`src/tss_map.svh`:
```
// Constants of the sensor serial slave port: address layout, bit counts, fill byte.
// Assumes nothing; included by bare name from the package, the slave module and the bench top.
`ifndef TSS_MAP_SVH
`define TSS_MAP_SVH

// Address byte layout
`define TSS_ADDR_W 7
`define TSS_STRAP_W 3
`define TSS_TYPE_W 4
`define TSS_RW_BIT 0
// Device type prefix, arbitrary neutral value
`define TSS_TYPE_DEFAULT 4'h5
// Bits per byte and last bit index
`define TSS_BYTE_W 8
`define TSS_LAST_BIT 3'h7
// Byte sent when no read data is waiting
`define TSS_FILL_BYTE 8'hFF
// Buffer depth
`define TSS_BUF_DEPTH 2

`endif

```
`src/tss_pkg.sv`:
```
// Types of the sensor serial slave port.
// Assumes tss_map.svh sits in the same folder.
`include "tss_map.svh"

package tss_pkg;
    // Serial link states
    typedef enum logic [2:0] {
        TSS_IDLE,
        TSS_ADDR,
        TSS_ACK,
        TSS_WRITE,
        TSS_READ,
        TSS_RDACK
    } tss_state_type;
    // One byte of the stream
    typedef logic [`TSS_BYTE_W-1:0] tss_byte_type;
endpackage

```
`src/tss_stream_if.sv`:
```
// Byte stream carrier with valid and ready between the port's own modules.
// Assumes both ends sit on the same clock.
`timescale 1ns/1ps
`default_nettype none

interface tss_stream_if;
    import tss_pkg::*;
    tss_byte_type data; // Byte on offer
    logic valid; // Byte is on offer
    logic ready; // Receiver takes it
    modport src (output data, output valid, input ready);
    modport snk (input data, input valid, output ready);
endinterface

`default_nettype wire

```
`src/tss_buf.sv`:
```
// Two-entry byte buffer: head and tail registers, head feeds the drain side.
// Assumes one clock and a synchronous active-low reset.
`timescale 1ns/1ps
`default_nettype none

module tss_buf
    import tss_pkg::*;
(
    input wire logic mclk,
    input wire logic rst_n,
    tss_stream_if.snk fill,
    tss_stream_if.src drain
);
    tss_byte_type head_reg; // Oldest byte
    tss_byte_type tail_reg; // Second byte
    logic [1:0] count_reg; // Bytes held
    logic push; // Byte enters
    logic pop; // Byte leaves
    logic valid_reg; // Head holds a byte; a flop so the port sees a register

    // Only two entries are served; any other depth is refused at elaboration
    if (`TSS_BUF_DEPTH != 2) begin : g_depth_chk
        $error("tss_buf serves two entries only");
    end

    assign push = fill.valid && fill.ready;
    assign pop = drain.valid && drain.ready;
    // Ready from the count, valid from its own register
    assign fill.ready = (count_reg != 2'h2);
    assign drain.valid = valid_reg;
    assign drain.data = head_reg;

    // Occupancy
    always_ff @(posedge mclk) begin
        if (!rst_n) begin
            count_reg <= 2'h0;
            valid_reg <= 1'b0;
        end else if (push && !pop) begin
            count_reg <= count_reg + 2'h1;
            valid_reg <= 1'b1;
        end else if (pop && !push) begin
            count_reg <= count_reg - 2'h1;
            valid_reg <= (count_reg == 2'h2);
        end
    end

    // Storage; a pop shifts the tail forward so the head stays a register
    always_ff @(posedge mclk) begin
        if (!rst_n) begin
            head_reg <= 8'h00;
            tail_reg <= 8'h00;
        end else begin
            if (pop) begin
                head_reg <= (count_reg == 2'h2) ? tail_reg : fill.data;
            end else if (push && count_reg == 2'h0) begin
                head_reg <= fill.data;
            end
            if (push && ((count_reg == 2'h1 && !pop) || count_reg == 2'h2)) begin
                tail_reg <= fill.data;
            end
        end
    end
endmodule // tss_buf

`default_nettype wire

```
`src/tss_slave.sv`:
```
// Two-wire serial slave port of a temperature sensor, with its open-drain alarm pin.
// Assumes bus pins arrive asynchronously and are oversampled by mclk (link clock is slow);
// alarm level and configuration bits come from logic on mclk.
//
// Operation
// [RULE1] Alarm active-low at reset, polarity bit flips
// [RULE2] Alarm comparator or interrupt by mode bit
// [RULE3] Host keeps shared alarms active-low
// [RULE4] Host may query alert response address; the port NACKs it as a foreign address
// [RULE5] Straps give three address low bits
// [RULE6] Floating straps read zero, tie firmly
// [RULE7] Device is slave only, master controls
// [RULE8] Sample on SCL rise, drive after fall
// [RULE9] Bytes move MSB first, bit per clock
// [RULE10] Ninth clock carries acknowledge bit
// [RULE11] Master clocks bytes without gaps
// [RULE12] SDA changes only while SCL low
// [RULE13] Any number of bytes per transfer
// [RULE14] Idle only when both lines high
// [RULE15] Ignore bus until start seen
// [RULE16] Stop ends transfer, back to idle
// [RULE17] Repeated start begins new operation
// [RULE18] Drive ACK low over ninth clock
// [RULE19] Master NACK ends read, release SDA
// [RULE20] NACK invalid writes
// [RULE21] Address mismatch: NACK and idle
// [RULE22] Last address bit: one means read
// [RULE23] Start or stop mid-byte abandons byte
// [RULE24] Release SDA unless driving ack/data
`timescale 1ns/1ps
`default_nettype none
`include "tss_map.svh"

module tss_slave
    import tss_pkg::*;
#(
    parameter logic [`TSS_TYPE_W-1:0] DEV_TYPE = `TSS_TYPE_DEFAULT // Arbitrary value
)
(
    input wire logic mclk,
    input wire logic rst_n,
    input wire logic scl_in,
    input wire logic sda_in,
    output logic sda_out,
    output logic sda_oe,
    input wire logic [`TSS_STRAP_W-1:0] addr_strap_pins,
    input wire logic alarm_polarity,
    input wire logic alarm_mode_select,
    input wire logic alarm_event,
    output logic alarm_out,
    output logic alarm_oe,
    input wire logic write_protect,
    output tss_byte_type rx_data,
    output logic rx_valid,
    input wire logic rx_ready,
    input wire tss_byte_type tx_data,
    input wire logic tx_valid,
    output logic tx_ready,
    output logic bus_busy
);
    // Synchroniser stages
    logic scl_m_reg, scl_s_reg, scl_d_reg; // SCL first, second, delayed
    logic sda_m_reg, sda_s_reg, sda_d_reg; // SDA first, second, delayed
    logic [`TSS_STRAP_W-1:0] strap_m_reg, strap_s_reg; // Strap synchroniser
    // Bus events
    logic scl_rise, scl_fall, start_det, stop_det;
    // Link state
    tss_state_type state_reg; // Current phase of the transfer
    logic [2:0] bit_reg; // Bits done in the current byte
    logic byte_done_reg; // Eighth bit sampled, waiting for the fall
    tss_byte_type shift_reg; // Byte in or out
    logic read_reg; // Transfer direction is read
    logic addr_phase_reg; // Acknowledge belongs to the address byte
    logic ack_reg; // Device acknowledges the byte
    logic nack_seen_reg; // Master refused the last read byte
    logic sda_oe_reg; // Pulling SDA low
    logic tx_ready_reg; // Read byte taken
    logic busy_reg; // Between start and stop
    // Alarm
    logic alarm_act_reg; // Alarm asserted, before polarity
    logic alarm_ev_d_reg; // Alarm level last cycle
    logic alarm_oe_reg; // Alarm pin pulled low
    logic match; // Address byte is ours
    logic rd_clear; // Read addressing clears an interrupt alarm
    // Receive stream into the buffer
    tss_stream_if rx_in ();
    tss_stream_if rx_buf_out ();

    // [RULE7] SCL only sampled, never driven; two flops per pin, third for edges
    always_ff @(posedge mclk) begin
        if (!rst_n) begin
            scl_m_reg <= 1'b1;
            scl_s_reg <= 1'b1;
            scl_d_reg <= 1'b1;
            sda_m_reg <= 1'b1;
            sda_s_reg <= 1'b1;
            sda_d_reg <= 1'b1;
        end else begin
            scl_m_reg <= scl_in;
            scl_s_reg <= scl_m_reg;
            scl_d_reg <= scl_s_reg;
            sda_m_reg <= sda_in;
            sda_s_reg <= sda_m_reg;
            sda_d_reg <= sda_s_reg;
        end
    end

    // [RULE6] Straps resynchronised; a floating pin is held low outside
    always_ff @(posedge mclk) begin
        if (!rst_n) begin
            strap_m_reg <= 3'h0;
            strap_s_reg <= 3'h0;
        end else begin
            strap_m_reg <= addr_strap_pins;
            strap_s_reg <= strap_m_reg;
        end
    end

    assign scl_rise = scl_s_reg && !scl_d_reg;
    assign scl_fall = !scl_s_reg && scl_d_reg;
    // [RULE12] SDA moving while SCL high is a start or stop
    assign start_det = scl_s_reg && scl_d_reg && sda_d_reg && !sda_s_reg;
    assign stop_det = scl_s_reg && scl_d_reg && !sda_d_reg && sda_s_reg;
    // [RULE5] Type prefix plus straps; the low bit is direction
    assign match = (shift_reg[7:1] == {DEV_TYPE, strap_s_reg});

    // Busy flag: cleared by a stop, or while the state is idle with both lines high
    always_ff @(posedge mclk) begin
        if (!rst_n) begin
            busy_reg <= 1'b0;
        end else if (start_det) begin
            busy_reg <= 1'b1;
        // [RULE14] Idle needs both lines high
        end else if (stop_det || (state_reg == TSS_IDLE && scl_s_reg && sda_s_reg)) begin
            busy_reg <= 1'b0;
        end
    end

    // Transfer state machine and bit shifting
    always_ff @(posedge mclk) begin
        if (!rst_n) begin
            state_reg <= TSS_IDLE;
            bit_reg <= 3'h0;
            byte_done_reg <= 1'b0;
            shift_reg <= 8'h00;
            read_reg <= 1'b0;
            addr_phase_reg <= 1'b0;
            ack_reg <= 1'b0;
            nack_seen_reg <= 1'b0;
        // [RULE15] Start from any state; [RULE17] [RULE23] a mid-byte start resynchronises
        end else if (start_det) begin
            state_reg <= TSS_ADDR;
            bit_reg <= 3'h0;
            byte_done_reg <= 1'b0;
            nack_seen_reg <= 1'b0;
        // [RULE16] Stop ends everything
        end else if (stop_det) begin
            state_reg <= TSS_IDLE;
            bit_reg <= 3'h0;
            byte_done_reg <= 1'b0;
        end else begin
            case (state_reg)
                // Receiving address or write byte
                TSS_ADDR, TSS_WRITE: begin
                    // [RULE8] [RULE9] Sample on the rise, MSB first
                    if (scl_rise) begin
                        shift_reg <= {shift_reg[6:0], sda_s_reg};
                        bit_reg <= bit_reg + 3'h1;
                        byte_done_reg <= (bit_reg == `TSS_LAST_BIT);
                    end else if (scl_fall && byte_done_reg) begin
                        // [RULE10] Ninth clock follows the eighth bit
                        byte_done_reg <= 1'b0;
                        state_reg <= TSS_ACK;
                        addr_phase_reg <= (state_reg == TSS_ADDR);
                        if (state_reg == TSS_ADDR) begin
                            // [RULE21] Only our address is answered
                            ack_reg <= match;
                            // [RULE22] Direction from the last bit
                            read_reg <= shift_reg[`TSS_RW_BIT];
                        end else begin
                            // [RULE20] Refused writes and a full buffer get NACK
                            ack_reg <= !write_protect && rx_in.ready;
                        end
                    end
                end
                // Acknowledge clock, ended by its falling edge
                TSS_ACK: begin
                    if (scl_fall) begin
                        if (!ack_reg) begin
                            // [RULE21] Mismatch or refusal: ignore until next start
                            state_reg <= TSS_IDLE;
                        end else if (addr_phase_reg && read_reg) begin
                            state_reg <= TSS_READ;
                            shift_reg <= tx_valid ? tx_data : `TSS_FILL_BYTE;
                        end else begin
                            // [RULE13] Any number of write bytes
                            state_reg <= TSS_WRITE;
                        end
                        bit_reg <= 3'h0;
                    end
                end
                // Sending a byte; bit 7 is on the line already
                TSS_READ: begin
                    if (scl_rise) begin
                        bit_reg <= bit_reg + 3'h1;
                        byte_done_reg <= (bit_reg == `TSS_LAST_BIT);
                    end else if (scl_fall) begin
                        if (byte_done_reg) begin
                            byte_done_reg <= 1'b0;
                            state_reg <= TSS_RDACK;
                        end else begin
                            shift_reg <= {shift_reg[6:0], 1'b1};
                        end
                    end
                end
                // Master answers the read byte
                TSS_RDACK: begin
                    if (scl_rise) begin
                        nack_seen_reg <= sda_s_reg;
                    end else if (scl_fall) begin
                        bit_reg <= 3'h0;
                        // [RULE19] NACK ends the read and releases the line
                        if (nack_seen_reg) begin
                            state_reg <= TSS_IDLE;
                        end else begin
                            // [RULE13] Next byte, as many as the master wants
                            state_reg <= TSS_READ;
                            shift_reg <= tx_valid ? tx_data : `TSS_FILL_BYTE;
                        end
                    end
                end
                TSS_IDLE: begin
                    bit_reg <= 3'h0;
                end
                default: begin
                    state_reg <= TSS_IDLE;
                end
            endcase
        end
    end

    // SDA drive; changes only on an SCL fall, or released at once on start/stop
    always_ff @(posedge mclk) begin
        if (!rst_n) begin
            sda_oe_reg <= 1'b0;
        end else if (start_det || stop_det) begin
            sda_oe_reg <= 1'b0;
        end else if (scl_fall) begin
            case (state_reg)
                // [RULE18] ACK low across the whole ninth clock
                TSS_ADDR, TSS_WRITE: begin
                    sda_oe_reg <= byte_done_reg &&
                        ((state_reg == TSS_ADDR) ? match : (!write_protect && rx_in.ready));
                end
                // [RULE8] Next data bit after the fall; zero bits pull low
                TSS_ACK: begin
                    sda_oe_reg <= ack_reg && addr_phase_reg && read_reg &&
                        !(tx_valid ? tx_data[7] : 1'b1);
                end
                TSS_READ: begin
                    sda_oe_reg <= !byte_done_reg && !shift_reg[6];
                end
                TSS_RDACK: begin
                    sda_oe_reg <= !nack_seen_reg && !(tx_valid ? tx_data[7] : 1'b1);
                end
                // [RULE24] Line left to the master
                default: begin
                    sda_oe_reg <= 1'b0;
                end
            endcase
        end
    end

    // Read byte taken from the user once per loaded byte
    always_ff @(posedge mclk) begin
        if (!rst_n) begin
            tx_ready_reg <= 1'b0;
        end else begin
            tx_ready_reg <= scl_fall && tx_valid && !start_det && !stop_det &&
                ((state_reg == TSS_ACK && ack_reg && addr_phase_reg && read_reg) ||
                 (state_reg == TSS_RDACK && !nack_seen_reg));
        end
    end

    // Accepted write byte enters the buffer as its acknowledge clock begins
    assign rx_in.data = shift_reg;
    assign rx_in.valid = (state_reg == TSS_WRITE) && scl_fall && byte_done_reg &&
        !write_protect && !start_det && !stop_det;
    assign rx_buf_out.ready = rx_ready;

    tss_buf u_buf (
        .mclk(mclk),
        .rst_n(rst_n),
        .fill(rx_in),
        .drain(rx_buf_out)
    );

    assign rd_clear = (state_reg == TSS_ACK) && scl_fall && ack_reg && addr_phase_reg && read_reg;

    // [RULE2] Comparator follows the level; interrupt latches until a read
    always_ff @(posedge mclk) begin
        if (!rst_n) begin
            alarm_act_reg <= 1'b0;
            alarm_ev_d_reg <= 1'b0;
        end else begin
            alarm_ev_d_reg <= alarm_event;
            if (!alarm_mode_select) begin
                alarm_act_reg <= alarm_event;
            end else if (alarm_event && !alarm_ev_d_reg) begin
                // New fault wins over a clear in the same cycle
                alarm_act_reg <= 1'b1;
            end else if (rd_clear) begin
                alarm_act_reg <= 1'b0;
            end
        end
    end

    // [RULE1] Active-low by default; polarity bit makes it active-high
    always_ff @(posedge mclk) begin
        if (!rst_n) begin
            alarm_oe_reg <= 1'b0;
        end else begin
            alarm_oe_reg <= alarm_act_reg ^ alarm_polarity;
        end
    end

    // Open-drain pins only ever pull low
    assign sda_out = 1'b0;
    assign alarm_out = 1'b0;
    assign sda_oe = sda_oe_reg;
    assign alarm_oe = alarm_oe_reg;
    assign tx_ready = tx_ready_reg;
    assign bus_busy = busy_reg;
    assign rx_data = rx_buf_out.data;
    assign rx_valid = rx_buf_out.valid;
endmodule // tss_slave

`default_nettype wire

```
`config.mk`:
```
export PLATFORM = sky130hd
export DESIGN_NAME = tss_slave
export DESIGN_NICKNAME = d
export VERILOG_FILES = /design/src/tss_pkg.sv /design/src/tss_stream_if.sv /design/src/tss_buf.sv /design/src/tss_slave.sv
export VERILOG_INCLUDE_DIRS = /design/src
export SDC_FILE = /design/constraint.sdc
export NUM_CORES = 1
export LEC_CHECK = 0
export BUFFER_PORTS_ARGS = -buffer_cell sky130_fd_sc_hd__buf_2
export CAP_MARGIN = 40
export CORE_UTILIZATION = 50
export DETAILED_ROUTE_END_ITERATION = 6
export GPL_TIMING_DRIVEN = 0
export PLACE_DENSITY = 0.73
export SKIP_LAST_GASP = 1
export SLEW_MARGIN = 30
export SYNTH_ARGS = -nofsm -noshare
export SYNTH_HDL_FRONTEND = slang
export SYNTH_SLANG_ARGS = --single-unit
```
`constraint.sdc`:
```
create_clock -name mclk -period 1.95 [get_ports mclk]
set_input_delay 0.0975 -clock mclk [delete_from_list [all_inputs] [get_ports mclk]]
set_output_delay 0.0975 -clock mclk [all_outputs]
set_load 0.01 [all_outputs]
```
==> flow_metrics.py, run 1 <==
metrics = {
    "critical_path": {
        "crit_required_ps": 2160,
        "critPathMaxStageDelay_ps": 490,
        "crit_arrival_ps": 2140,
        "worstPathMaxFanout": 4,
        "cp_cell_sequence": "inv_4 -> ha_4 -> nand4b_4 -> a2111oi_4 -> ha_2 -> nor2b_4 -> nor3_1 -> a21oi_1 -> nor2b_1",
        "reg2reg_to": "u_buf.count_reg[0]",
        "end_kind": "flop",
        "crit_buf_inv": 1,
        "critPathTopFamily": "compound AO/OA/AOI/OAI gates",
        "rr_worst_depth": 9,
        "r2r_slack_ps": 20,
        "r2r-start": "scl_s_reg",
        "cpMaxStageDelayCell": "a2111oi_4",
        "start_kind": "flop",
        "path_class": "flop to flop",
    },
    "cells_and_area": {
        "drive_gt1_frac": 0.241,
        "nets": 399,
        "instances_no_fill": 441,
        "fillCellCount": 481,
        "diodes": 0,
        "fin_util": 0.628,
        "postLayoutCellArea_um2": 3500,
        "areaGrowthSynthToFinish_pct": 19.9,
    },
    "place": {
        "dp_cells": 418,
        "io_buffers": 33,
        "post-dp-hpwl_um": 4940,
        "gp_congestion": 0.882,
        "dpl_cell_area_um2": 3200,
        "pre_cts_slack_ps": -156,
    },
    "worst_hold_path": {
        "worstHoldEndpoint": "alarm_act_reg",
        "hp-class": "input pin to flop",
        "min_from": "alarm_mode_select",
        "hold_path_depth": 4,
    },
    "logic_synthesis": {
        "yosysMostFrequentCell": "dfxtp_1",
        "synth_edf_count": 0,
        "synth_top_cell_by_area": "dfxtp_1",
        "ys_ff_latch": 56,
        "synth_cells": 312,
        "postSynthAreaPerCell_um2": 9.36,
        "synthFlopType": "dfxtp_1",
        "synthDistinctLibCells": 55,
        "yosysWarnings": 0,
        "async_reset_ff_frac": 0,
        "yosysTopAreaCellShare": 0.384,
        "synth-seq-area-share": 0.384,
        "synthTopCellsByCount": "dfxtp_1 (56), nand2_1 (31), mux2i_1 (27)",
        "synth_area_um2": 2920,
        "synthTopCellsByArea": "dfxtp_1 (38%), mux2i_1 (9.3%), ha_1 (4.3%)",
    },
    "timing": {
        "tightest_slew_ps": 552,
        "rsz0062_at_grt": "yes",
        "drv_slew": 0,
        "skew_ps": 15.1,
        "period_share": 0.990,
        "hold_viol_final": 0,
        "slew-limit-headroom": 0.628,
        "fin_crit_ps": 1930,
        "fmax_ghz": 0.518,
        "final.setup.tns_ps": 0,
        "timing.final.ws_setup_ps": 19.7,
        "hold_slack_ps": 75.3,
        "setup_viol_count_final": 0,
    },
    "clock_network": {
        "numClockSinks": 56,
        "cts_tree": "done",
        "clk-insertion-delay-late_ps": 320,
        "root_buffer": "clkbuf_8",
        "ctsHtreeMaxLevel": 2,
        "clockBufferDepth": 2,
        "clkTransAtPathRegs_ps": 100,
        "cts_buffers": 5,
    },
    "global_route": {
        "grtUsageTotal": 0.239,
        "first_global_vias": 2351,
        "grt_max_degree": 20,
        "grt_antenna_before_repair": 0,
        "overflow": 0,
        "grt_pass1_wl_um": 11400,
    },
    "power": {
        "power.total_mw": 2.02,
        "power_density_nw_per_um2": 578,
        "vdd_drop_max_mv": 0.336,
        "power_leakage_nw": 1.58,
    },
    "route": {
        "drt_drc_violations_left": 0,
        "dr.pass1.iters": 5,
        "vias": 2519,
        "vias_per_cell": 5.71,
        "wl_per_cell_um": 16.1,
        "ant_nets": 0,
        "first_iter_violations": 385,
        "drt-total-wl_um": 7120,
    },
    "floorplanning": {
        "die_h_um": 78.4,
        "design.die.area_um2": 6150,
        "coreArea_um2": 5570,
        "row_count": 27,
        "ios": 36,
        "die_width_um": 78.4,
        "initial_core_util": 0.524,
    },
    "run_status": {
        "status": "complete, no violations",
    },
    "job": {
        "max-cap-violations": 0,
    },
}
## where the power goes
| group | switching, mW | internal (mW) |
|---|---|---|
| clock network | 0.418 | 0.265 |
| logic | 0.0906 | 0.0798 |
| registers | 0.0109 | 1.16 |
## routing by layer
layer | GRT usage | part of all wire
met5 | 0 | 0
met4 | 0.0852 | 0.018
met3 | 0.0477 | 0.066
met2 | 0.362 | 0.44
met1 | 0.335 | 0.47
## worst max path at each step
stage / slack [ps] / start / cells after the start / end
after floorplan: 30 / scl_s_reg / 7 / u_buf.drain.valid
after global placement: -140 / scl_s_reg / 7 / u_buf.drain.valid
after detailed placement: -160 / scl_s_reg / 7 / u_buf.drain.valid
after CTS: 3 / u_buf.count_reg[0] / 9 / u_buf.count_reg[0]
after global routing: -70 / scl_s_reg / 9 / u_buf.count_reg[0]
final: 20 / scl_s_reg / 9 / u_buf.count_reg[0]
## cells in the final DEF, fill, tap and decap left out, types with 3 or more instances in the layout
master,synthesis,layout
a2111oi_4,2,3
a21oi_1,7,7
and2_1,13,13
and3_1,3,3
buf_2,5,38
buf_4,8,16
clkbuf_1,8,7
clkbuf_8,0,5
dfxtp_1,56,52
dfxtp_2,0,3
dlygate4sd3_1,0,6
ha_1,10,5
ha_2,0,3
inv_1,10,9
mux2i_1,27,27
nand2_1,31,31
nand2b_1,8,8
nand3_1,5,4
nor2_1,9,9
nor2b_1,15,14
nor3_1,3,3
o211ai_1,8,8
o21ai_0,23,22
o311a_1,9,9
xor2_1,6,6
## worst reg2reg max path: stages, from the launching register on
cell and delay (ps):
dfxtp_4 370, inv_4 60, ha_4 150, nand4b_4 160, a2111oi_4 490, ha_2 280
nor2b_4 130, nor3_1 40, a21oi_1 110, nor2b_1 50
## what timing repair did
action                                 4_1_cts  5_1_grt
pin swaps                                    4        7
setup endpoints to repair                   21       30
setup buffers                                6        5
endpoints found under the hold margin        6        0
hold buffers                                 6        0
gates resized for setup                      6       12
## area by class of cell
class	instances	area [um^2]	share of cell area
clock inverter	3	27.5	0.00786
buffer	20	119	0.0340
tap	72	90.1	0.0257
timing repair buffer	50	320	0.0915
sequential	56	1130	0.322
clock buffer	5	68.8	0.0197
multi-input combinational	225	1710	0.487
inverter	10	40.0	0.0114
## cell families after synthesis
| group | Yosys count | share of synthesized area |
|---|---|---|
| compound gates | 77 | 0.202 |
| xor+xnor | 7 | 0.0236 |
| fa+ha+maj | 10 | 0.0429 |
| buf+inv | 32 | 0.0562 |
| flops | 56 | 0.384 |
| mux | 28 | 0.0964 |
| other cells | 1 | 0.00128 |
| simple gates | 101 | 0.193 |
(Power assumes the default switching activity.)
==> run 2: changes to the inputs <==
--- a/config.mk
+++ b/config.mk
@@ -9,3 +9,2 @@
 export BUFFER_PORTS_ARGS = -buffer_cell sky130_fd_sc_hd__buf_2
-export CAP_MARGIN = 40
 export CORE_UTILIZATION = 50
==> constraint.sdc (replaced) <==
create_clock -name mclk -period 1.95 [get_ports mclk]
set_input_delay 0.195 -clock mclk [delete_from_list [all_inputs] [get_ports mclk]]
set_output_delay 0.195 -clock mclk [all_outputs]
set_load 0.01 [all_outputs]
==> flow_metrics.py, run 2 (synthesis gave the netlist of run 1 again) <==
metrics = {
    "floorplanning": {
        "coreArea_um2": 5570,
        "die_width_um": 78.4,
        "ios": 36,
        "design.die.area_um2": 6150,
        "die_h_um": 78.4,
        "row_count": 27,
        "initial_core_util": 0.524,
    },
    "timing": {
        "drv_slew": 0,
        "slew-limit-headroom": 0.626,
        "period_share": 0.991,
        "fmax_ghz": 0.518,
        "rsz0062_at_grt": "yes",
        "hold_viol_final": 0,
        "fin_crit_ps": 1930,
        "skew_ps": 15.3,
        "tightest_slew_ps": 556,
        "setup_viol_count_final": 0,
    },
    "cells_and_area": {
        "drive_gt1_frac": 0.245,
        "instances_no_fill": 435,
        "areaGrowthSynthToFinish_pct": 17.9,
        "final_common_cell": "dfxtp_1",
        "nets": 393,
        "fin_util": 0.617,
        "diodes": 0,
        "mostFrequentLayoutCells": "dfxtp_1 (52), buf_2 (38), nand2_1 (31)",
    },
    "critical_path": {
        "worstPathMaxFanout": 4,
        "path_class": "flop to flop",
        "end_kind": "flop",
        "r2r_slack_ps": 20,
        "crit_required_ps": 2170,
        "rr_worst_depth": 9,
        "r2r-start": "scl_s_reg",
        "crit_arrival_ps": 2150,
        "reg2reg_to": "u_buf.count_reg[0]",
        "start_kind": "flop",
    },
    "clock_network": {
        "root_buffer": "clkbuf_8",
        "cts_hold_buffers": 0,
        "clkTransAtPathRegs_ps": 100,
        "cts_buffers": 5,
        "ctsHtreeMaxLevel": 2,
        "cts_tree": "done",
        "clk-insertion-delay-late_ps": 330,
        "numClockSinks": 56,
        "clockBufferDepth": 2,
    },
    "global_route": {
        "first_global_vias": 2330,
        "grt_max_degree": 20,
        "overflow": 0,
        "grtUsageTotal": 0.237,
        "grt_antenna_before_repair": 0,
        "grt_pass1_wl_um": 11300,
    },
    "route": {
        "wl_per_cell_um": 16.1,
        "drt_drc_violations_left": 0,
        "vias_per_cell": 5.74,
        "drt-total-wl_um": 7020,
        "first_iter_violations": 293,
        "ant_nets": 0,
        "dr.pass1.iters": 5,
        "vias": 2496,
    },
    "place": {
        "io_buffers": 33,
        "gp_congestion": 0.882,
        "dp_cells": 418,
        "post-dp-hpwl_um": 4940,
    },
    "worst_hold_path": {
        "hp-class": "input pin to flop",
        "worstHoldEndpoint": "sda_m_reg",
        "hold_path_depth": 2,
        "min_from": "sda_in",
    },
    "power": {
        "vdd_drop_max_mv": 0.335,
        "power_density_nw_per_um2": 585,
        "power_leakage_nw": 1.56,
    },
    "job": {
        "max-cap-violations": 0,
    },
    "run_status": {
        "status": "complete, no violations",
    },
}
## run 2: cell count changes in the layout (fill, tap and decap cells not counted)
cell,previous run,this run
dlygate4sd3_1,6,0
## run 2: critical path: stages (launching register included)
cell and delay, ps:
dfxtp_4 370, inv_4 60, ha_4 150, nand4b_4 160, a2111oi_4 490, ha_2 270, nor2b_4 130, nor3_1 40
a21oi_1 110, nor2b_1 50
## run 2: area by class of cell
class,count,area (um^2)
Buffer,20,119
Inverter,10,40.0
Timing Repair Buffer,44,260
Fill cell,485,2130
Clock buffer,5,68.8
Clock inverter,3,27.5
Sequential cell,56,1130
Multi-Input combinational cell,225,1710
Tap cell,72,90.1
## run 2: per-stage QoR
| stage | worst slack, ps | setup TNS [ps] | hold WS [ps] | total power [mW] | cell area, um^2 |
|---|---|---|---|---|---|
| global placement | -140 | -1110 | 376 | 1.34 | 3200 |
| detailed placement | -156 | -1100 | 378 | 1.34 | 3200 |
| global route | -72.3 | -200 | 59.7 | 2.09 | 3440 |
| finish | 17.7 | 0 | 51.1 | 2.01 | 3440 |
| floorplan | 27.7 | 0 | 296 | 1.29 | 2940 |
| CTS | 2.74 | 0 | 43.2 | 2.02 | 3370 |
## run 2: how the worst max path moves through the flow
| stage | from | endpoint | cells after the start |
|---|---|---|---|
| after floorplan | scl_s_reg | u_buf.drain.valid | 7 |
| after global routing | scl_s_reg | u_buf.count_reg[0] | 9 |
| after detailed placement | scl_s_reg | u_buf.drain.valid | 7 |
| after CTS | u_buf.count_reg[0] | u_buf.count_reg[0] | 9 |
| final | scl_s_reg | u_buf.count_reg[0] | 9 |
| after global placement | scl_s_reg | u_buf.drain.valid | 7 |
## run 2: power by group
part / internal (mW) / total, mW / switching (mW)
clock: 0.265 / 0.682 / 0.417
sequential: 1.16 / 1.17 / 0.0111
combinational: 0.0719 / 0.161 / 0.0889
total: 1.50 / 2.01 / 0.517
## run 2: metal layers
| layer | routed length, um | track usage |
|---|---|---|
| met1 | 3350 | 0.334 |
| met2 | 3140 | 0.356 |
| met3 | 407 | 0.0500 |
| met4 | 120 | 0.0852 |
| met5 | 0 | 0 |
## run 2: repair_timing
action,CTS,global route
gates resized for setup,6,12
buffers inserted,6,5
setup endpoints to repair,21,30
pin swaps,4,7
